[src/transponder_defines.vh]
`ifndef TRANSPONDER_DEFINES_VH
`define TRANSPONDER_DEFINES_VH

// ==========================================================
// Time base
`define CLK_PERIOD_NS     40
`define TICK_PERIOD_NS    100000000
`define TICK_CYCLES       (`TICK_PERIOD_NS / `CLK_PERIOD_NS)

// ==========================================================
// Timing in 0.1 s ticks
`define ID_SCREEN_TICKS   50
`define SPI_TICKS         180
`define VFR_STORE_TICKS   30
`define PWR_ON_TICKS      5
`define PWR_OFF_TICKS     30
`define TICKS_PER_S       10

// ==========================================================
// Ident hold counter windows, in seconds
`define ID_VIEW_MIN_S     1
`define ID_VIEW_MAX_S     4
`define FID_EDIT_MIN_S    5
`define FID_EDIT_MAX_S    19

// ==========================================================
// Reset values
`define VFR_CODE_RESET    12'hE00
`define FID_RESET         64'h2020202020202020
`define CHAR_BLANK        8'h20

`endif

[src/unused_none.v]
`timescale 1ns/1ps
`default_nettype none
`default_nettype wire

[src/hold_timer.v]
`timescale 1ns/1ps
`default_nettype none

`include "transponder_defines.vh"

// Measures how long a button is held, in ticks and whole seconds.
// Counts stay valid in the release cycle and are cleared on the next press.
module hold_timer (
  input  wire       clk,
  input  wire       rst_b,
  input  wire       btn,
  input  wire       tick,
  output reg        held,
  output wire       press,
  output wire       release_evt,
  output reg  [7:0] ticks,
  output reg  [4:0] secs
);

  localparam [3:0] TENTHS_LAST = `TICKS_PER_S - 1;

  reg [3:0] tenth_reg;

  assign press       = btn & ~held;
  assign release_evt = held & ~btn;

  always @(posedge clk or negedge rst_b) begin
    if (!rst_b) begin
      held      <= 1'b0;
      ticks     <= 8'h00;
      secs      <= 5'h00;
      tenth_reg <= 4'h0;
    end else begin
      held <= btn;
      if (press) begin
        ticks     <= 8'h00;
        secs      <= 5'h00;
        tenth_reg <= 4'h0;
      end else if (held && btn && tick) begin
        // Saturate so long holds never wrap back into a short window
        if (ticks != 8'hFF)
          ticks <= ticks + 8'h01;
        if (tenth_reg == TENTHS_LAST) begin
          tenth_reg <= 4'h0;
          if (secs != 5'h1F)
            secs <= secs + 5'h01;
        end else begin
          tenth_reg <= tenth_reg + 4'h1;
        end
      end
    end
  end

endmodule

`default_nettype wire

[src/tick_gen.v]
`timescale 1ns/1ps
`default_nettype none

module tick_gen #(
  parameter TICK_CYCLES = 2500000
) (
  input  wire clk,
  input  wire rst_b,
  output reg  tick
);

  localparam [21:0] LAST = TICK_CYCLES - 1;

  reg [21:0] cnt_reg;

  always @(posedge clk or negedge rst_b) begin
    if (!rst_b) begin
      cnt_reg <= 22'h000000;
      tick    <= 1'b0;
    end else if (cnt_reg >= LAST) begin
      cnt_reg <= 22'h000000;
      tick    <= 1'b1;
    end else begin
      cnt_reg <= cnt_reg + 22'h000001;
      tick    <= 1'b0;
    end
  end

endmodule

`default_nettype wire

[src/transponder_control.v]
`timescale 1ns/1ps
`default_nettype none

`include "transponder_defines.vh"

// Behaviour
// - Quiet-mode ident hold 1-4 opens identity view
// - View shows address, category, flight identifier
// - Identity view exits itself after five seconds
// - Hold 5-19 opens identifier edit, cursor, knob
// - Mode button stores identifier, returns quiet
// - Mode button cycles quiet, all, no-altitude
// - Quiet mode: no replies, no squitter
// - All-replies mode answers A, C, S
// - No-altitude mode drops altitude from C, S
// - Zero address: no Mode S, other modes
// - Non-selective altitude mode: A and C only
// - Identity-only mode: Mode A replies only
// - Active and standby codes, edit, swap
// - Visual-flight code 7000, press activates it
// - Reveal standby while visual-flight code active
// - Three second hold stores visual-flight code
// - Ident press gives 18 s position pulse
// - Drive suppression, yield to other transmitters
// - Ground sense low and enabled: ground mode
// - Power-follow tied high: start, ignore button
// - Every power-up starts in quiet mode
// - Button: on after 0.5 s, off 3 s
module transponder_control #(
  parameter TICK_CYCLES = `TICK_CYCLES
) (
  input  wire         SYS_CLK,
  input  wire         RST_B,
  input  wire         BTN_MODE,
  input  wire         BTN_IDENT,
  input  wire         BTN_VFR,
  input  wire         BTN_SWAP,
  input  wire         BTN_CURSOR,
  input  wire         KNOB_UP,
  input  wire         KNOB_DN,
  input  wire         BTN_POWER,
  input  wire         POWER_FOLLOW,
  input  wire         GROUND_SENSE_B,
  input  wire         GROUND_SENSE_EN,
  input  wire [23:0]  AIRCRAFT_ADDRESS,
  input  wire         ADDRESS_VALID,
  input  wire [7:0]   AIRCRAFT_CATEGORY,
  input  wire         REPLY_ACTIVE,
  input  wire         SUPP_IN,
  output reg          SUPP_OUT,
  output reg          SUPP_OE_B,
  output reg          POWER_ON,
  output reg  [2:0]   REPLY_MODE,
  output reg          MODE_S_OFF,
  output reg          EN_MODE_A,
  output reg          EN_MODE_C,
  output reg          EN_MODE_S,
  output reg          EN_ALTITUDE,
  output reg          EN_SQUITTER,
  output reg          TX_PERMIT,
  output reg          SPI_ENABLE,
  output reg          IDENT_IND,
  output reg  [11:0]  ACTIVE_CODE,
  output reg  [11:0]  STANDBY_CODE,
  output reg  [11:0]  VFR_CODE,
  output reg          VFR_IND,
  output reg          STANDBY_SHOWN,
  output reg          STORE_MARK,
  output reg  [2:0]   CURSOR_POS,
  output reg  [1:0]   SCREEN,
  output reg  [4:0]   HOLD_COUNT,
  output reg  [127:0] DISP_LINE,
  output reg  [63:0]  FLIGHT_IDENTIFIER,
  output reg          GROUND_MODE
);

  // ==========================================================
  // States and constants
  localparam [2:0] QUIET_MODE                  = 3'h0;
  localparam [2:0] ALL_REPLIES_MODE            = 3'h1;
  localparam [2:0] NO_ALTITUDE_MODE            = 3'h2;
  localparam [2:0] NON_SELECTIVE_ALTITUDE_MODE = 3'h3;
  localparam [2:0] IDENTITY_ONLY_MODE          = 3'h4;

  localparam [1:0] SCR_NORMAL   = 2'h0;
  localparam [1:0] SCR_ID_VIEW  = 2'h1;
  localparam [1:0] SCR_FID_EDIT = 2'h2;

  localparam [7:0] ID_SCREEN_TICKS = `ID_SCREEN_TICKS;
  localparam [7:0] SPI_TICKS       = `SPI_TICKS;
  localparam [7:0] VFR_STORE_TICKS = `VFR_STORE_TICKS;
  localparam [7:0] PWR_ON_TICKS    = `PWR_ON_TICKS;
  localparam [7:0] PWR_OFF_TICKS   = `PWR_OFF_TICKS;
  localparam [4:0] ID_VIEW_MIN     = `ID_VIEW_MIN_S;
  localparam [4:0] ID_VIEW_MAX     = `ID_VIEW_MAX_S;
  localparam [4:0] FID_EDIT_MIN    = `FID_EDIT_MIN_S;
  localparam [4:0] FID_EDIT_MAX    = `FID_EDIT_MAX_S;

  // ==========================================================
  // Functions
  function [7:0] hex_char;
    input [3:0] n;
    begin
      hex_char = (n < 4'hA) ? (8'h30 + {4'h0, n}) : (8'h37 + {4'h0, n});
    end
  endfunction

  // Character set: blank, 0-9, A-Z, wrapping both ways
  function [7:0] char_step;
    input [7:0] c;
    input       up;
    begin
      if (up) begin
        if (c == `CHAR_BLANK)  char_step = 8'h30;
        else if (c == 8'h39)   char_step = 8'h41;
        else if (c >= 8'h5A)   char_step = `CHAR_BLANK;
        else                   char_step = c + 8'h01;
      end else begin
        if (c == `CHAR_BLANK)  char_step = 8'h5A;
        else if (c == 8'h41)   char_step = 8'h39;
        else if (c <= 8'h30)   char_step = `CHAR_BLANK;
        else                   char_step = c - 8'h01;
      end
    end
  endfunction

  // Octal digit edit; position 0 is the leftmost digit
  function [11:0] digit_step;
    input [11:0] code;
    input [1:0]  pos;
    input        up;
    reg   [11:0] r;
    begin
      r = code;
      case (pos)
        2'h0:    r[11:9] = up ? code[11:9] + 3'h1 : code[11:9] - 3'h1;
        2'h1:    r[8:6]  = up ? code[8:6]  + 3'h1 : code[8:6]  - 3'h1;
        2'h2:    r[5:3]  = up ? code[5:3]  + 3'h1 : code[5:3]  - 3'h1;
        default: r[2:0]  = up ? code[2:0]  + 3'h1 : code[2:0]  - 3'h1;
      endcase
      digit_step = r;
    end
  endfunction

  // ==========================================================
  // Time base and button hold timers
  wire       tick;
  wire       id_held, id_press, id_rel;
  wire       vfr_held, vfr_press, vfr_rel;
  wire       pwr_held, pwr_press, pwr_rel;
  wire [7:0] id_ticks, vfr_ticks, pwr_ticks;
  wire [4:0] id_secs;

  tick_gen #(.TICK_CYCLES(TICK_CYCLES)) u_tick (
    .clk   (SYS_CLK),
    .rst_b (RST_B),
    .tick  (tick)
  );

  hold_timer u_hold_ident (
    .clk         (SYS_CLK),
    .rst_b       (RST_B),
    .btn         (BTN_IDENT),
    .tick        (tick),
    .held        (id_held),
    .press       (id_press),
    .release_evt (id_rel),
    .ticks       (id_ticks),
    .secs        (id_secs)
  );

  hold_timer u_hold_vfr (
    .clk         (SYS_CLK),
    .rst_b       (RST_B),
    .btn         (BTN_VFR),
    .tick        (tick),
    .held        (vfr_held),
    .press       (vfr_press),
    .release_evt (vfr_rel),
    .ticks       (vfr_ticks),
    .secs        ()
  );

  hold_timer u_hold_power (
    .clk         (SYS_CLK),
    .rst_b       (RST_B),
    .btn         (BTN_POWER),
    .tick        (tick),
    .held        (pwr_held),
    .press       (pwr_press),
    .release_evt (pwr_rel),
    .ticks       (pwr_ticks),
    .secs        ()
  );

  // ==========================================================
  // Internal state
  reg        pwr_armed_reg;
  reg        mode_press_reg;
  reg [7:0]  screen_cnt_reg;
  reg [7:0]  spi_cnt_reg;
  reg [63:0] fid_edit_reg;
  reg [2:0]  fid_cur_reg;
  reg [1:0]  sq_cur_reg;

  wire mode_press = BTN_MODE & ~mode_press_reg;
  wire no_mode_s  = ~ADDRESS_VALID | (AIRCRAFT_ADDRESS == 24'h000000);
  wire normal     = (SCREEN == SCR_NORMAL);
  wire knob       = KNOB_UP | KNOB_DN;
  wire vfr_hidden = VFR_IND & ~STANDBY_SHOWN;
  wire [5:0] fid_lsb = {3'h7 - fid_cur_reg, 3'h0};

  // ==========================================================
  // Power control
  always @(posedge SYS_CLK or negedge RST_B) begin
    if (!RST_B) begin
      POWER_ON      <= 1'b0;
      pwr_armed_reg <= 1'b0;
    end else if (POWER_FOLLOW) begin
      POWER_ON      <= 1'b1;
      pwr_armed_reg <= 1'b0;
    end else begin
      // One action per press, so the on-hold never runs on into an off
      if (pwr_press)
        pwr_armed_reg <= 1'b1;
      else if (pwr_rel)
        pwr_armed_reg <= 1'b0;
      if (pwr_held && pwr_armed_reg) begin
        if (!POWER_ON && pwr_ticks >= PWR_ON_TICKS) begin
          POWER_ON      <= 1'b1;
          pwr_armed_reg <= 1'b0;
        end else if (POWER_ON && pwr_ticks >= PWR_OFF_TICKS) begin
          POWER_ON      <= 1'b0;
          pwr_armed_reg <= 1'b0;
        end
      end
    end
  end

  // ==========================================================
  // Modes, screens, codes and ident
  always @(posedge SYS_CLK or negedge RST_B) begin
    if (!RST_B) begin
      mode_press_reg    <= 1'b0;
      REPLY_MODE        <= QUIET_MODE;
      SCREEN            <= SCR_NORMAL;
      screen_cnt_reg    <= 8'h00;
      spi_cnt_reg       <= 8'h00;
      ACTIVE_CODE       <= 12'h000;
      STANDBY_CODE      <= 12'h000;
      VFR_CODE          <= `VFR_CODE_RESET;
      VFR_IND           <= 1'b0;
      STANDBY_SHOWN     <= 1'b1;
      STORE_MARK        <= 1'b0;
      FLIGHT_IDENTIFIER <= `FID_RESET;
      fid_edit_reg      <= `FID_RESET;
      fid_cur_reg       <= 3'h0;
      sq_cur_reg        <= 2'h0;
    end else if (!POWER_ON) begin
      // Held off: the next power-up always starts quiet
      mode_press_reg <= BTN_MODE;
      REPLY_MODE     <= QUIET_MODE;
      SCREEN         <= SCR_NORMAL;
      screen_cnt_reg <= 8'h00;
      spi_cnt_reg    <= 8'h00;
      STORE_MARK     <= 1'b0;
    end else begin
      mode_press_reg <= BTN_MODE;

      // Ident interval
      if (id_press && REPLY_MODE != QUIET_MODE)
        spi_cnt_reg <= SPI_TICKS;
      else if (tick && spi_cnt_reg != 8'h00)
        spi_cnt_reg <= spi_cnt_reg - 8'h01;

      case (SCREEN)
        SCR_NORMAL: begin
          if (mode_press) begin
            case (REPLY_MODE)
              QUIET_MODE:       REPLY_MODE <= no_mode_s ? NON_SELECTIVE_ALTITUDE_MODE
                                                        : ALL_REPLIES_MODE;
              ALL_REPLIES_MODE: REPLY_MODE <= NO_ALTITUDE_MODE;
              NON_SELECTIVE_ALTITUDE_MODE: REPLY_MODE <= IDENTITY_ONLY_MODE;
              default:          REPLY_MODE <= QUIET_MODE;
            endcase
          end
          if (id_rel && REPLY_MODE == QUIET_MODE) begin
            if (id_secs >= ID_VIEW_MIN && id_secs <= ID_VIEW_MAX) begin
              SCREEN         <= SCR_ID_VIEW;
              screen_cnt_reg <= ID_SCREEN_TICKS;
            end else if (id_secs >= FID_EDIT_MIN && id_secs <= FID_EDIT_MAX) begin
              SCREEN       <= SCR_FID_EDIT;
              fid_edit_reg <= FLIGHT_IDENTIFIER;
              fid_cur_reg  <= 3'h0;
            end
          end
        end
        SCR_ID_VIEW: begin
          // Screen buttons are ignored; only the timeout or a power-off leaves this screen
          if (tick) begin
            if (screen_cnt_reg <= 8'h01)
              SCREEN <= SCR_NORMAL;
            screen_cnt_reg <= screen_cnt_reg - 8'h01;
          end
        end
        SCR_FID_EDIT: begin
          if (mode_press) begin
            FLIGHT_IDENTIFIER <= fid_edit_reg;
            SCREEN            <= SCR_NORMAL;
            REPLY_MODE        <= QUIET_MODE;
          end else if (BTN_CURSOR) begin
            fid_cur_reg <= fid_cur_reg + 3'h1;
          end else if (knob) begin
            fid_edit_reg[fid_lsb +: 8] <= char_step(fid_edit_reg[fid_lsb +: 8], KNOB_UP);
          end
        end
        default: SCREEN <= SCR_NORMAL;
      endcase

      // Squawk handling on the normal screen
      if (normal) begin
        if (vfr_held && vfr_ticks >= VFR_STORE_TICKS && !STORE_MARK) begin
          VFR_CODE   <= ACTIVE_CODE;
          STORE_MARK <= 1'b1;
        end else if (vfr_rel) begin
          STORE_MARK <= 1'b0;
          if (!STORE_MARK) begin
            if (VFR_IND) begin
              STANDBY_SHOWN <= 1'b1;
            end else begin
              ACTIVE_CODE   <= VFR_CODE;
              STANDBY_CODE  <= ACTIVE_CODE;
              VFR_IND       <= 1'b1;
              STANDBY_SHOWN <= 1'b0;
            end
          end
        end else if (BTN_SWAP) begin
          if (vfr_hidden) begin
            STANDBY_SHOWN <= 1'b1;
          end else begin
            ACTIVE_CODE   <= STANDBY_CODE;
            STANDBY_CODE  <= ACTIVE_CODE;
            VFR_IND       <= 1'b0;
          end
        end else if (knob) begin
          if (vfr_hidden)
            STANDBY_SHOWN <= 1'b1;
          else
            STANDBY_CODE <= digit_step(STANDBY_CODE, sq_cur_reg, KNOB_UP);
        end else if (BTN_CURSOR) begin
          sq_cur_reg <= sq_cur_reg + 2'h1;
        end
      end
    end
  end

  // ==========================================================
  // Reply enables, suppression and displayed state
  always @(posedge SYS_CLK or negedge RST_B) begin
    if (!RST_B) begin
      MODE_S_OFF  <= 1'b1;
      EN_MODE_A   <= 1'b0;
      EN_MODE_C   <= 1'b0;
      EN_MODE_S   <= 1'b0;
      EN_ALTITUDE <= 1'b0;
      EN_SQUITTER <= 1'b0;
      TX_PERMIT   <= 1'b0;
      SUPP_OUT    <= 1'b0;
      SUPP_OE_B   <= 1'b1;
      SPI_ENABLE  <= 1'b0;
      IDENT_IND   <= 1'b0;
      GROUND_MODE <= 1'b0;
      CURSOR_POS  <= 3'h0;
      HOLD_COUNT  <= 5'h00;
      DISP_LINE   <= {16{`CHAR_BLANK}};
    end else begin
      MODE_S_OFF  <= no_mode_s;
      EN_MODE_A   <= POWER_ON & (REPLY_MODE != QUIET_MODE);
      EN_MODE_C   <= POWER_ON & ((REPLY_MODE == ALL_REPLIES_MODE) |
                                 (REPLY_MODE == NON_SELECTIVE_ALTITUDE_MODE));
      EN_MODE_S   <= POWER_ON & ~no_mode_s & ((REPLY_MODE == ALL_REPLIES_MODE) |
                                              (REPLY_MODE == NO_ALTITUDE_MODE));
      EN_ALTITUDE <= POWER_ON & ((REPLY_MODE == ALL_REPLIES_MODE) |
                                 (REPLY_MODE == NON_SELECTIVE_ALTITUDE_MODE));
      EN_SQUITTER <= POWER_ON & ~no_mode_s & ((REPLY_MODE == ALL_REPLIES_MODE) |
                                              (REPLY_MODE == NO_ALTITUDE_MODE));
      // Our own drive reads back on the line, so only a foreign drive blocks
      TX_PERMIT   <= POWER_ON & (REPLY_MODE != QUIET_MODE) & ~(SUPP_IN & SUPP_OE_B);
      SUPP_OUT    <= 1'b1;
      SUPP_OE_B   <= ~(REPLY_ACTIVE & TX_PERMIT);
      SPI_ENABLE  <= (spi_cnt_reg != 8'h00);
      IDENT_IND   <= (spi_cnt_reg != 8'h00);
      GROUND_MODE <= GROUND_SENSE_EN & ~GROUND_SENSE_B;
      CURSOR_POS  <= (SCREEN == SCR_FID_EDIT) ? fid_cur_reg : {1'b0, sq_cur_reg};
      HOLD_COUNT  <= (id_held && normal && REPLY_MODE == QUIET_MODE) ? id_secs : 5'h00;
      case (SCREEN)
        SCR_ID_VIEW:  DISP_LINE <= {hex_char(AIRCRAFT_ADDRESS[23:20]),
                                    hex_char(AIRCRAFT_ADDRESS[19:16]),
                                    hex_char(AIRCRAFT_ADDRESS[15:12]),
                                    hex_char(AIRCRAFT_ADDRESS[11:8]),
                                    hex_char(AIRCRAFT_ADDRESS[7:4]),
                                    hex_char(AIRCRAFT_ADDRESS[3:0]),
                                    hex_char(AIRCRAFT_CATEGORY[7:4]),
                                    hex_char(AIRCRAFT_CATEGORY[3:0]),
                                    FLIGHT_IDENTIFIER};
        SCR_FID_EDIT: DISP_LINE <= {{8{`CHAR_BLANK}}, fid_edit_reg};
        default:      DISP_LINE <= {16{`CHAR_BLANK}};
      endcase
    end
  end

endmodule

`default_nettype wire

[config.mk]
export PLATFORM = sky130hd
export DESIGN_NAME = transponder_control
export DESIGN_NICKNAME = d
export VERILOG_FILES = /design/src/unused_none.v /design/src/hold_timer.v /design/src/tick_gen.v /design/src/transponder_control.v
export VERILOG_INCLUDE_DIRS = /design/src /design/src/src
export SDC_FILE = /design/constraint.sdc
export NUM_CORES = 1
export LEC_CHECK = 0
export BUFFER_PORTS_ARGS = -buffer_cell sky130_fd_sc_hd__buf_2
export CORE_MARGIN = 2
export CORE_UTILIZATION = 45
export CTS_BUF_LIST = sky130_fd_sc_hd__clkbuf_4 sky130_fd_sc_hd__clkbuf_8
export DETAILED_ROUTE_END_ITERATION = 10
export GPL_TIMING_DRIVEN = 0
export PLACE_DENSITY = 0.66
export SETUP_SLACK_MARGIN = 0.15
export SYNTH_ARGS = -nofsm -noshare
export SYNTH_HDL_FRONTEND = slang
export SYNTH_SLANG_ARGS = --single-unit
export TNS_END_PERCENT = 50
[constraint.sdc]
create_clock -name SYS_CLK -period 5.77 [get_ports SYS_CLK]
set_input_delay 0.577 -clock SYS_CLK [delete_from_list [all_inputs] [get_ports SYS_CLK]]
set_output_delay 0.577 -clock SYS_CLK [all_outputs]
set_load 0.05 [all_outputs]
---- Yosys cells after proc, flatten, opt, wreduce, memory -nomap -nowiden ----
Index checks and enable logic that the tools add are counted.
W data, S select, Z words.
storage, ports and cells
  register bits after elaboration ......... 392
  bits of input ports ..................... 48
  output and inout port bits .............. 257
  logic and storage cells ................. 354
cells by class
  add/subtract/negate cells ............... 37
  order comparisons ....................... 19
  equality and inequality tests ........... 37
  shift operators ......................... 3
  multiplexer cells ....................... 118
  bitwise operators ....................... 37
  reductions and logical operators ........ 62
operators with widths
  cell                      count
  $mux W64                  6
  $pmux W127 S2             1
  $mux W8                   25
  $mux W12                  12
  $pmux W64 S2              1
  $add A6 B4 Y7 const A     16
  $bwmux W64                1
  $shift A8 B8 Y64 const A  1
  $shiftx A64 B7 Y8         1
  $shiftx A8 B8 Y64         1
  $mux W7                   8
  $mux W3                   17
  $reduce_and A8 Y1         5
  $lt A4 B4 Y1 const B      8
  $mux W1                   25
  $mux W5                   5
  $add A8 B1 Y8 const B     3
  $logic_not A24 Y1         1
  $sub A8 B1 Y8 const B     3
  $add A22 B1 Y22 const B   1
  $ge A22 B22 Y1 const B    1
  $mux W22                  1
  $reduce_and A7 Y1         3
  $reduce_bool A2 Y1        10
  other kinds (52)          157

---- Logic depth before layout (Yosys ltp) ----
  depth in word-level cells ............... 18
  mapped depth ............................ 12
  depth with buffers taken out ............ 10

---- Hierarchy ----
A second synthesis with hierarchy kept.
second synthesis, totals
  cell total of the unflattened synthesis .. 1883
  area total of the unflattened synthesis .. 19885.3 µm²
modules (own cells, without submodules)
  module               times used  cells an instance  area each (µm²)  seq. area each (µm²)
  transponder_control  1           1421               15409.8          8380.5
  hold_timer           3           112                1086.0           450.4
  tick_gen             1           126                1217.4           575.6

---- Least setup slack after synthesis ----
No wires, ideal clock.
  path type ............................... reg-to-reg
  from .................................... register fid_cur_reg[0]
  to ...................................... register fid_edit_reg[41]
  library setup time ...................... 0.125 ns
  arrival ................................. 2.810 ns
  data required time ...................... 5.645 ns
  slack ................................... 2.835 ns
  stages on the path, launching flop included .. 12
  path buffers ............................ 1
  clock period less this slack ............ 2.935 ns
  path through ............................ dfrtp_1 > buf_6 > mux4_1 > mux2_2 > inv_1 > ha_1 > a211oi_1 > o41ai_2 > nor3_2 > a221oi_4 > o2bb2ai_1 > mux2_2
between the ends
  word-level cells in the longest chain between the ends .. 18
  elaborated cells on any way between the ends .. 29
  those cells by class .................... add/sub: 4; order compare: 2; eq/ne: 3; shift: 3; mux: 17
RTL lines
  what                                   RTL line                                              RTL
  start: declaration                     transponder_control.v:203                             reg [2:0] fid_cur_reg;
  start signal: assignment               transponder_control.v:312                             fid_cur_reg <= fid_cur_reg + 3'h1;
  $sub A3 B3 Y3 *                        transponder_control.v:211                             wire [5:0] fid_lsb = {3'h7 - fid_cur_reg, 3'h0};
  $shiftx A64 B7 Y8                      transponder_control.v:314                             fid_edit_reg[fid_lsb +: 8] <= char_step(fid_edit_reg[fid_lsb +: 8], KNOB_UP);
  $sub A8 B1 Y8 (tied with other cells)  transponder_control.v:122                             else char_step = c - 8'h01;
  $mux W8, on equally long branches      transponder_control.v:121, transponder_control.v:116
  $mux W8, on equally long branches      transponder_control.v:120, transponder_control.v:115
  $mux W8, on equally long branches      transponder_control.v:119, transponder_control.v:114
  $mux W8                                transponder_control.v:113                             if (up) begin
  $mux W8                                transponder_control.v:313                             end else if (knob) begin
  [2 not listed]                         --
  $mux W8                                transponder_control.v:276                             case (SCREEN)
  $mux W8                                transponder_control.v:259                             end else if (!POWER_ON) begin
  $shiftx A8 B8 Y64                      transponder_control.v:314
  $bwmux W64 *                           transponder_control.v:314
  $mux W64 *                             transponder_control.v:313
  $mux W64 *                             transponder_control.v:311                             end else if (BTN_CURSOR) begin
  $mux W64 *                             transponder_control.v:307                             if (mode_press) begin
  $pmux W64 S2 *                         transponder_control.v:276
  end signal: assignment                 transponder_control.v:256                             fid_edit_reg <= `FID_RESET;
  end signal: indexed assignment         transponder_control.v:314
  end: declaration                       transponder_control.v:202                             reg [63:0] fid_edit_reg;
Every way passes the cells marked *; elsewhere a longest branch is shown, timed or not. The select of a mux whose other input is x is not followed.
A chain may end at the register's enable or synchronous reset.

---- Worst setup path after layout ----
  from .................................... register fid_cur_reg[2]
  to ...................................... register fid_edit_reg[43]
Same word-level chain as after synthesis.

==> impl_metrics.ini <==
[worst_setup_path]
worstSetupPathType = reg -> reg
reg2reg_to = fid_edit_reg[43]
critPathArrivalTime_ns = 4.56
crit_path_frequent_cell = buf_2
end_kind = register
crit_fanout = 10
path_cells = buf_2 -> buf_2 -> mux4_2 -> mux2i_2 -> nand2_1 -> o211ai_1 -> o2111ai_1 -> a21oi_1 -> o21ai_0
rrSetupSlack_ns = 1.64
critPathMaxStageDelay_ns = 1.08
critPathRequiredTime_ns = 6.20
reg2reg_from = fid_cur_reg[2]
cpMaxStageDelayCell = a21oi_1
rr_worst_depth = 9
start_kind = register

[drt]
via_per_inst = 5.656
routed_wl_um = 55710
drc = 0
route.vias.total = 14920
first_pass_iters = 6
ant_nets = 0
drt_iter0_markers = 1190
routedWlPerCell_um = 21.13

[finish]
antennaDiodeCount = 0
layout.cells.non_filler = 2637
largest_reg_flops = 120
layout-drive-gt1-share_pct = 28.22
syn2layout_area_growth_pct = 20.64
final_common_cell = dfrtp_1
mostFrequentLayoutCells = 346 x dfrtp_1, 301 x buf_2, 151 x nand2_1
final_nets = 2154

[timing]
fin_worst_skew_ns = 0.01706
slew_headroom_pct = 9.734
finalCritPeriodShare_pct = 71.65
period_needed_ns = 4.134
hold_viol_final = 0
max_freq_mhz = 241.9
rsz0062_at_grt = no
drv_slew = 0
setup_viol = 0
setup_tns_ns = 0
tightest_slew_ns = 1.354

[power_and_ir_drop]
p_sw_mw = 1.506
comb_power_share_pct = 7.6
power_frac_clock_pct = 45.3
power.density_nw_per_um2 = 270.5
seq_power_share_pct = 47.1
power.total_mw = 5.907
sw_frac_of_total_pct = 25.49
intPower_mw = 4.402
leakagePower_nw = 10.91
vdd_drop_max_v = 0.0001642

[floorplanning]
initial_core_util_pct = 45.56
rows = 73
core_area_um2 = 39730
ios = 305
fp.dieW_um = 204.6
die-area_um2 = 41850
die_h_um = 204.6

[synth]
yosys_most_used_dff = dfrtp_1
synth_edf_count = 0
ys_ff_latch = 384
yosysTopAreaCellShare_pct = 47.83
async_reset_ff_share_pct = 100.0
netlist_top_cells_area = dfrtp_1 48%, dfstp_2 5.5%, mux2_2 5.4%, nand2_1 3.1%, ha_1 3.0%
netlist_instances = 1680
yosys.cell_types.count = 89
avgSynthCellArea_um2 = 10.78
synth.largest_area_cell = dfrtp_1
ys_seq_area_share_pct = 53.35
yosys_warnings = 0
synth_area_um2 = 18100

[hold_path]
hold_path_class = in -> reg
worstHoldEndpoint = u_hold_ident.held
hold_depth = 1
min-delay-start = BTN_IDENT

[cts]
cts_buffers = 69
cts_tree = built
ctsRootBufferMaster = clkbuf_8
post-cts-setup-buffer-count = 0
insertion_delay_ns = 0.61
clock_path_buffers = 3
cts.clk_slew.worst_paths_ns = 0.06
htree_num_levels = 3
cts.sinks = 384

[status]
status = complete, no violations

[place]
gp_congestion = 0.8851
io_buffers = 296
place_inst = 2511
dp_hpwl_um = 39570

[grt]
grt-ovfl-total = 0
grt_pass1_vias = 14750
grt_max_degree = 128
antenna_found_initial = 0
grtUsageTotal_pct = 26.53
grt_first_pass_wirelength_um = 84670

[flow_run]
drv_cap = 0
-- cell families (layout without fill, tap and decap cells) --
| group | after synthesis | after routing | share of synthesized area (%) |
|---|---|---|---|
| XOR/XNOR | 61 | 61 | 2.951 |
| flip-flops | 384 | 384 | 53.35 |
| AND/OR/NAND/NOR | 513 | 513 | 13.57 |
| buffers and inverters | 153 | 578 | 3.608 |
| multiplexers | 118 | 118 | 8.142 |
| other | 2 | 9 | 0.04149 |
| AO/OA/AOI/OAI | 401 | 401 | 14.86 |
| adder cells (fa/ha/maj) | 48 | 48 | 3.484 |
-- power groups by stage --
stage / Clock, mW / Combinational, mW / Sequential [mW]
4_1_cts: 2.75 / 0.454 / 2.78
3_3_place_gp: 0 / 0.437 / 2.83
2_1_floorplan: 0 / 0.135 / 2.97
3_5_place_dp: 0 / 0.453 / 2.83
6_report: 2.68 / 0.450 / 2.78
5_1_grt: 2.87 / 0.492 / 2.78
-- how the worst max path moves through the flow --
| stage | start | endpoint | slack [ns] | cells past startpoint |
|---|---|---|---|---|
| finish | fid_cur_reg[2] | fid_edit_reg[43] | 1.64 | 9 |
| global route | fid_cur_reg[0] | fid_edit_reg[27] | 1.41 | 11 |
| CTS | fid_cur_reg[0] | fid_edit_reg[43] | 1.71 | 11 |
| detailed placement | fid_cur_reg[0] | fid_edit_reg[43] | 1.73 | 11 |
| global placement | RST_B | DISP_LINE[54] | -3.43 | 1 |
| floorplan | fid_cur_reg[0] | fid_edit_reg[41] | 2.84 | 11 |
-- routing by layer --
| metal | track usage (%) | up-vias | part of all wire (%) |
|---|---|---|---|
| li1 | - | 6766 | - |
| met1 | 35.62 | 7389 | 43 |
| met2 | 41.42 | 625 | 46 |
| met3 | 5.409 | 135 | 7.2 |
| met4 | 12.27 | 0 | 3.9 |
| met5 | 0 | - | 0 |
-- synthesized netlist by cell type, types with 7 or more instances --
library cell and n:
inv_1 61, and2_1 12, a211oi_1 13, nand4_1 17, mux2i_1 17, or3_1 17, a31oi_1 16, mux4_1 7
o31ai_1 8, nand3_1 36, nand2_1 151, ha_1 44, o21ai_0 85, nor2_1 143, xnor2_1 38, a22oi_1 22
a22o_1 57, and3_1 45, dfstp_2 38, a221oi_1 10, o22ai_1 15, dfrtp_1 346, a21oi_1 95, o21ai_1 13
nor2b_1 17, o2bb2ai_1 10, mux2_2 87, clkbuf_1 63, nand2b_1 12, xor2_1 23, o21a_1 8, buf_4 11
nor3_1 30
-- worst max-delay path: cells and delay by family (launching register included) --
kind	cells	cell delay, ns
mux	2	0.87
simple gates	1	0.28
buf+inv	2	0.70
flops	1	0.35
compound gates	4	1.74
-- cell type report --
class / instances / area, µm²
fill: 3575 / 17890
sequential: 384 / 9657
multi-input combinational: 1150 / 7819
timing repair buffer: 300 / 1584
clock buffer: 117 / 1416
tap: 525 / 656.9
buffer: 89 / 412.9
inverter: 64 / 240.2
clock inverter: 8 / 52.55
-- per-stage QoR --
stage          utilization, %  worst slack [ns]  hold WS (ns)  instance area (µm²)
3_5_place_dp            51.24             1.732        0.3857                20360
5_1_grt                 54.96             1.407       0.05639                21840
6_report                54.96             1.636       0.09195                21840
4_1_cts                 54.96             1.708       0.03641                21840
2_1_floorplan               -             2.835        0.2814                18130
3_3_place_gp            51.01            -3.427        0.3765                20270
-- timing repair --
item                      CTS  global route
hold buffers                1             0
hold endpoints to repair   52             0
gates resized for setup     0             0
(Power assumes the default switching activity.)
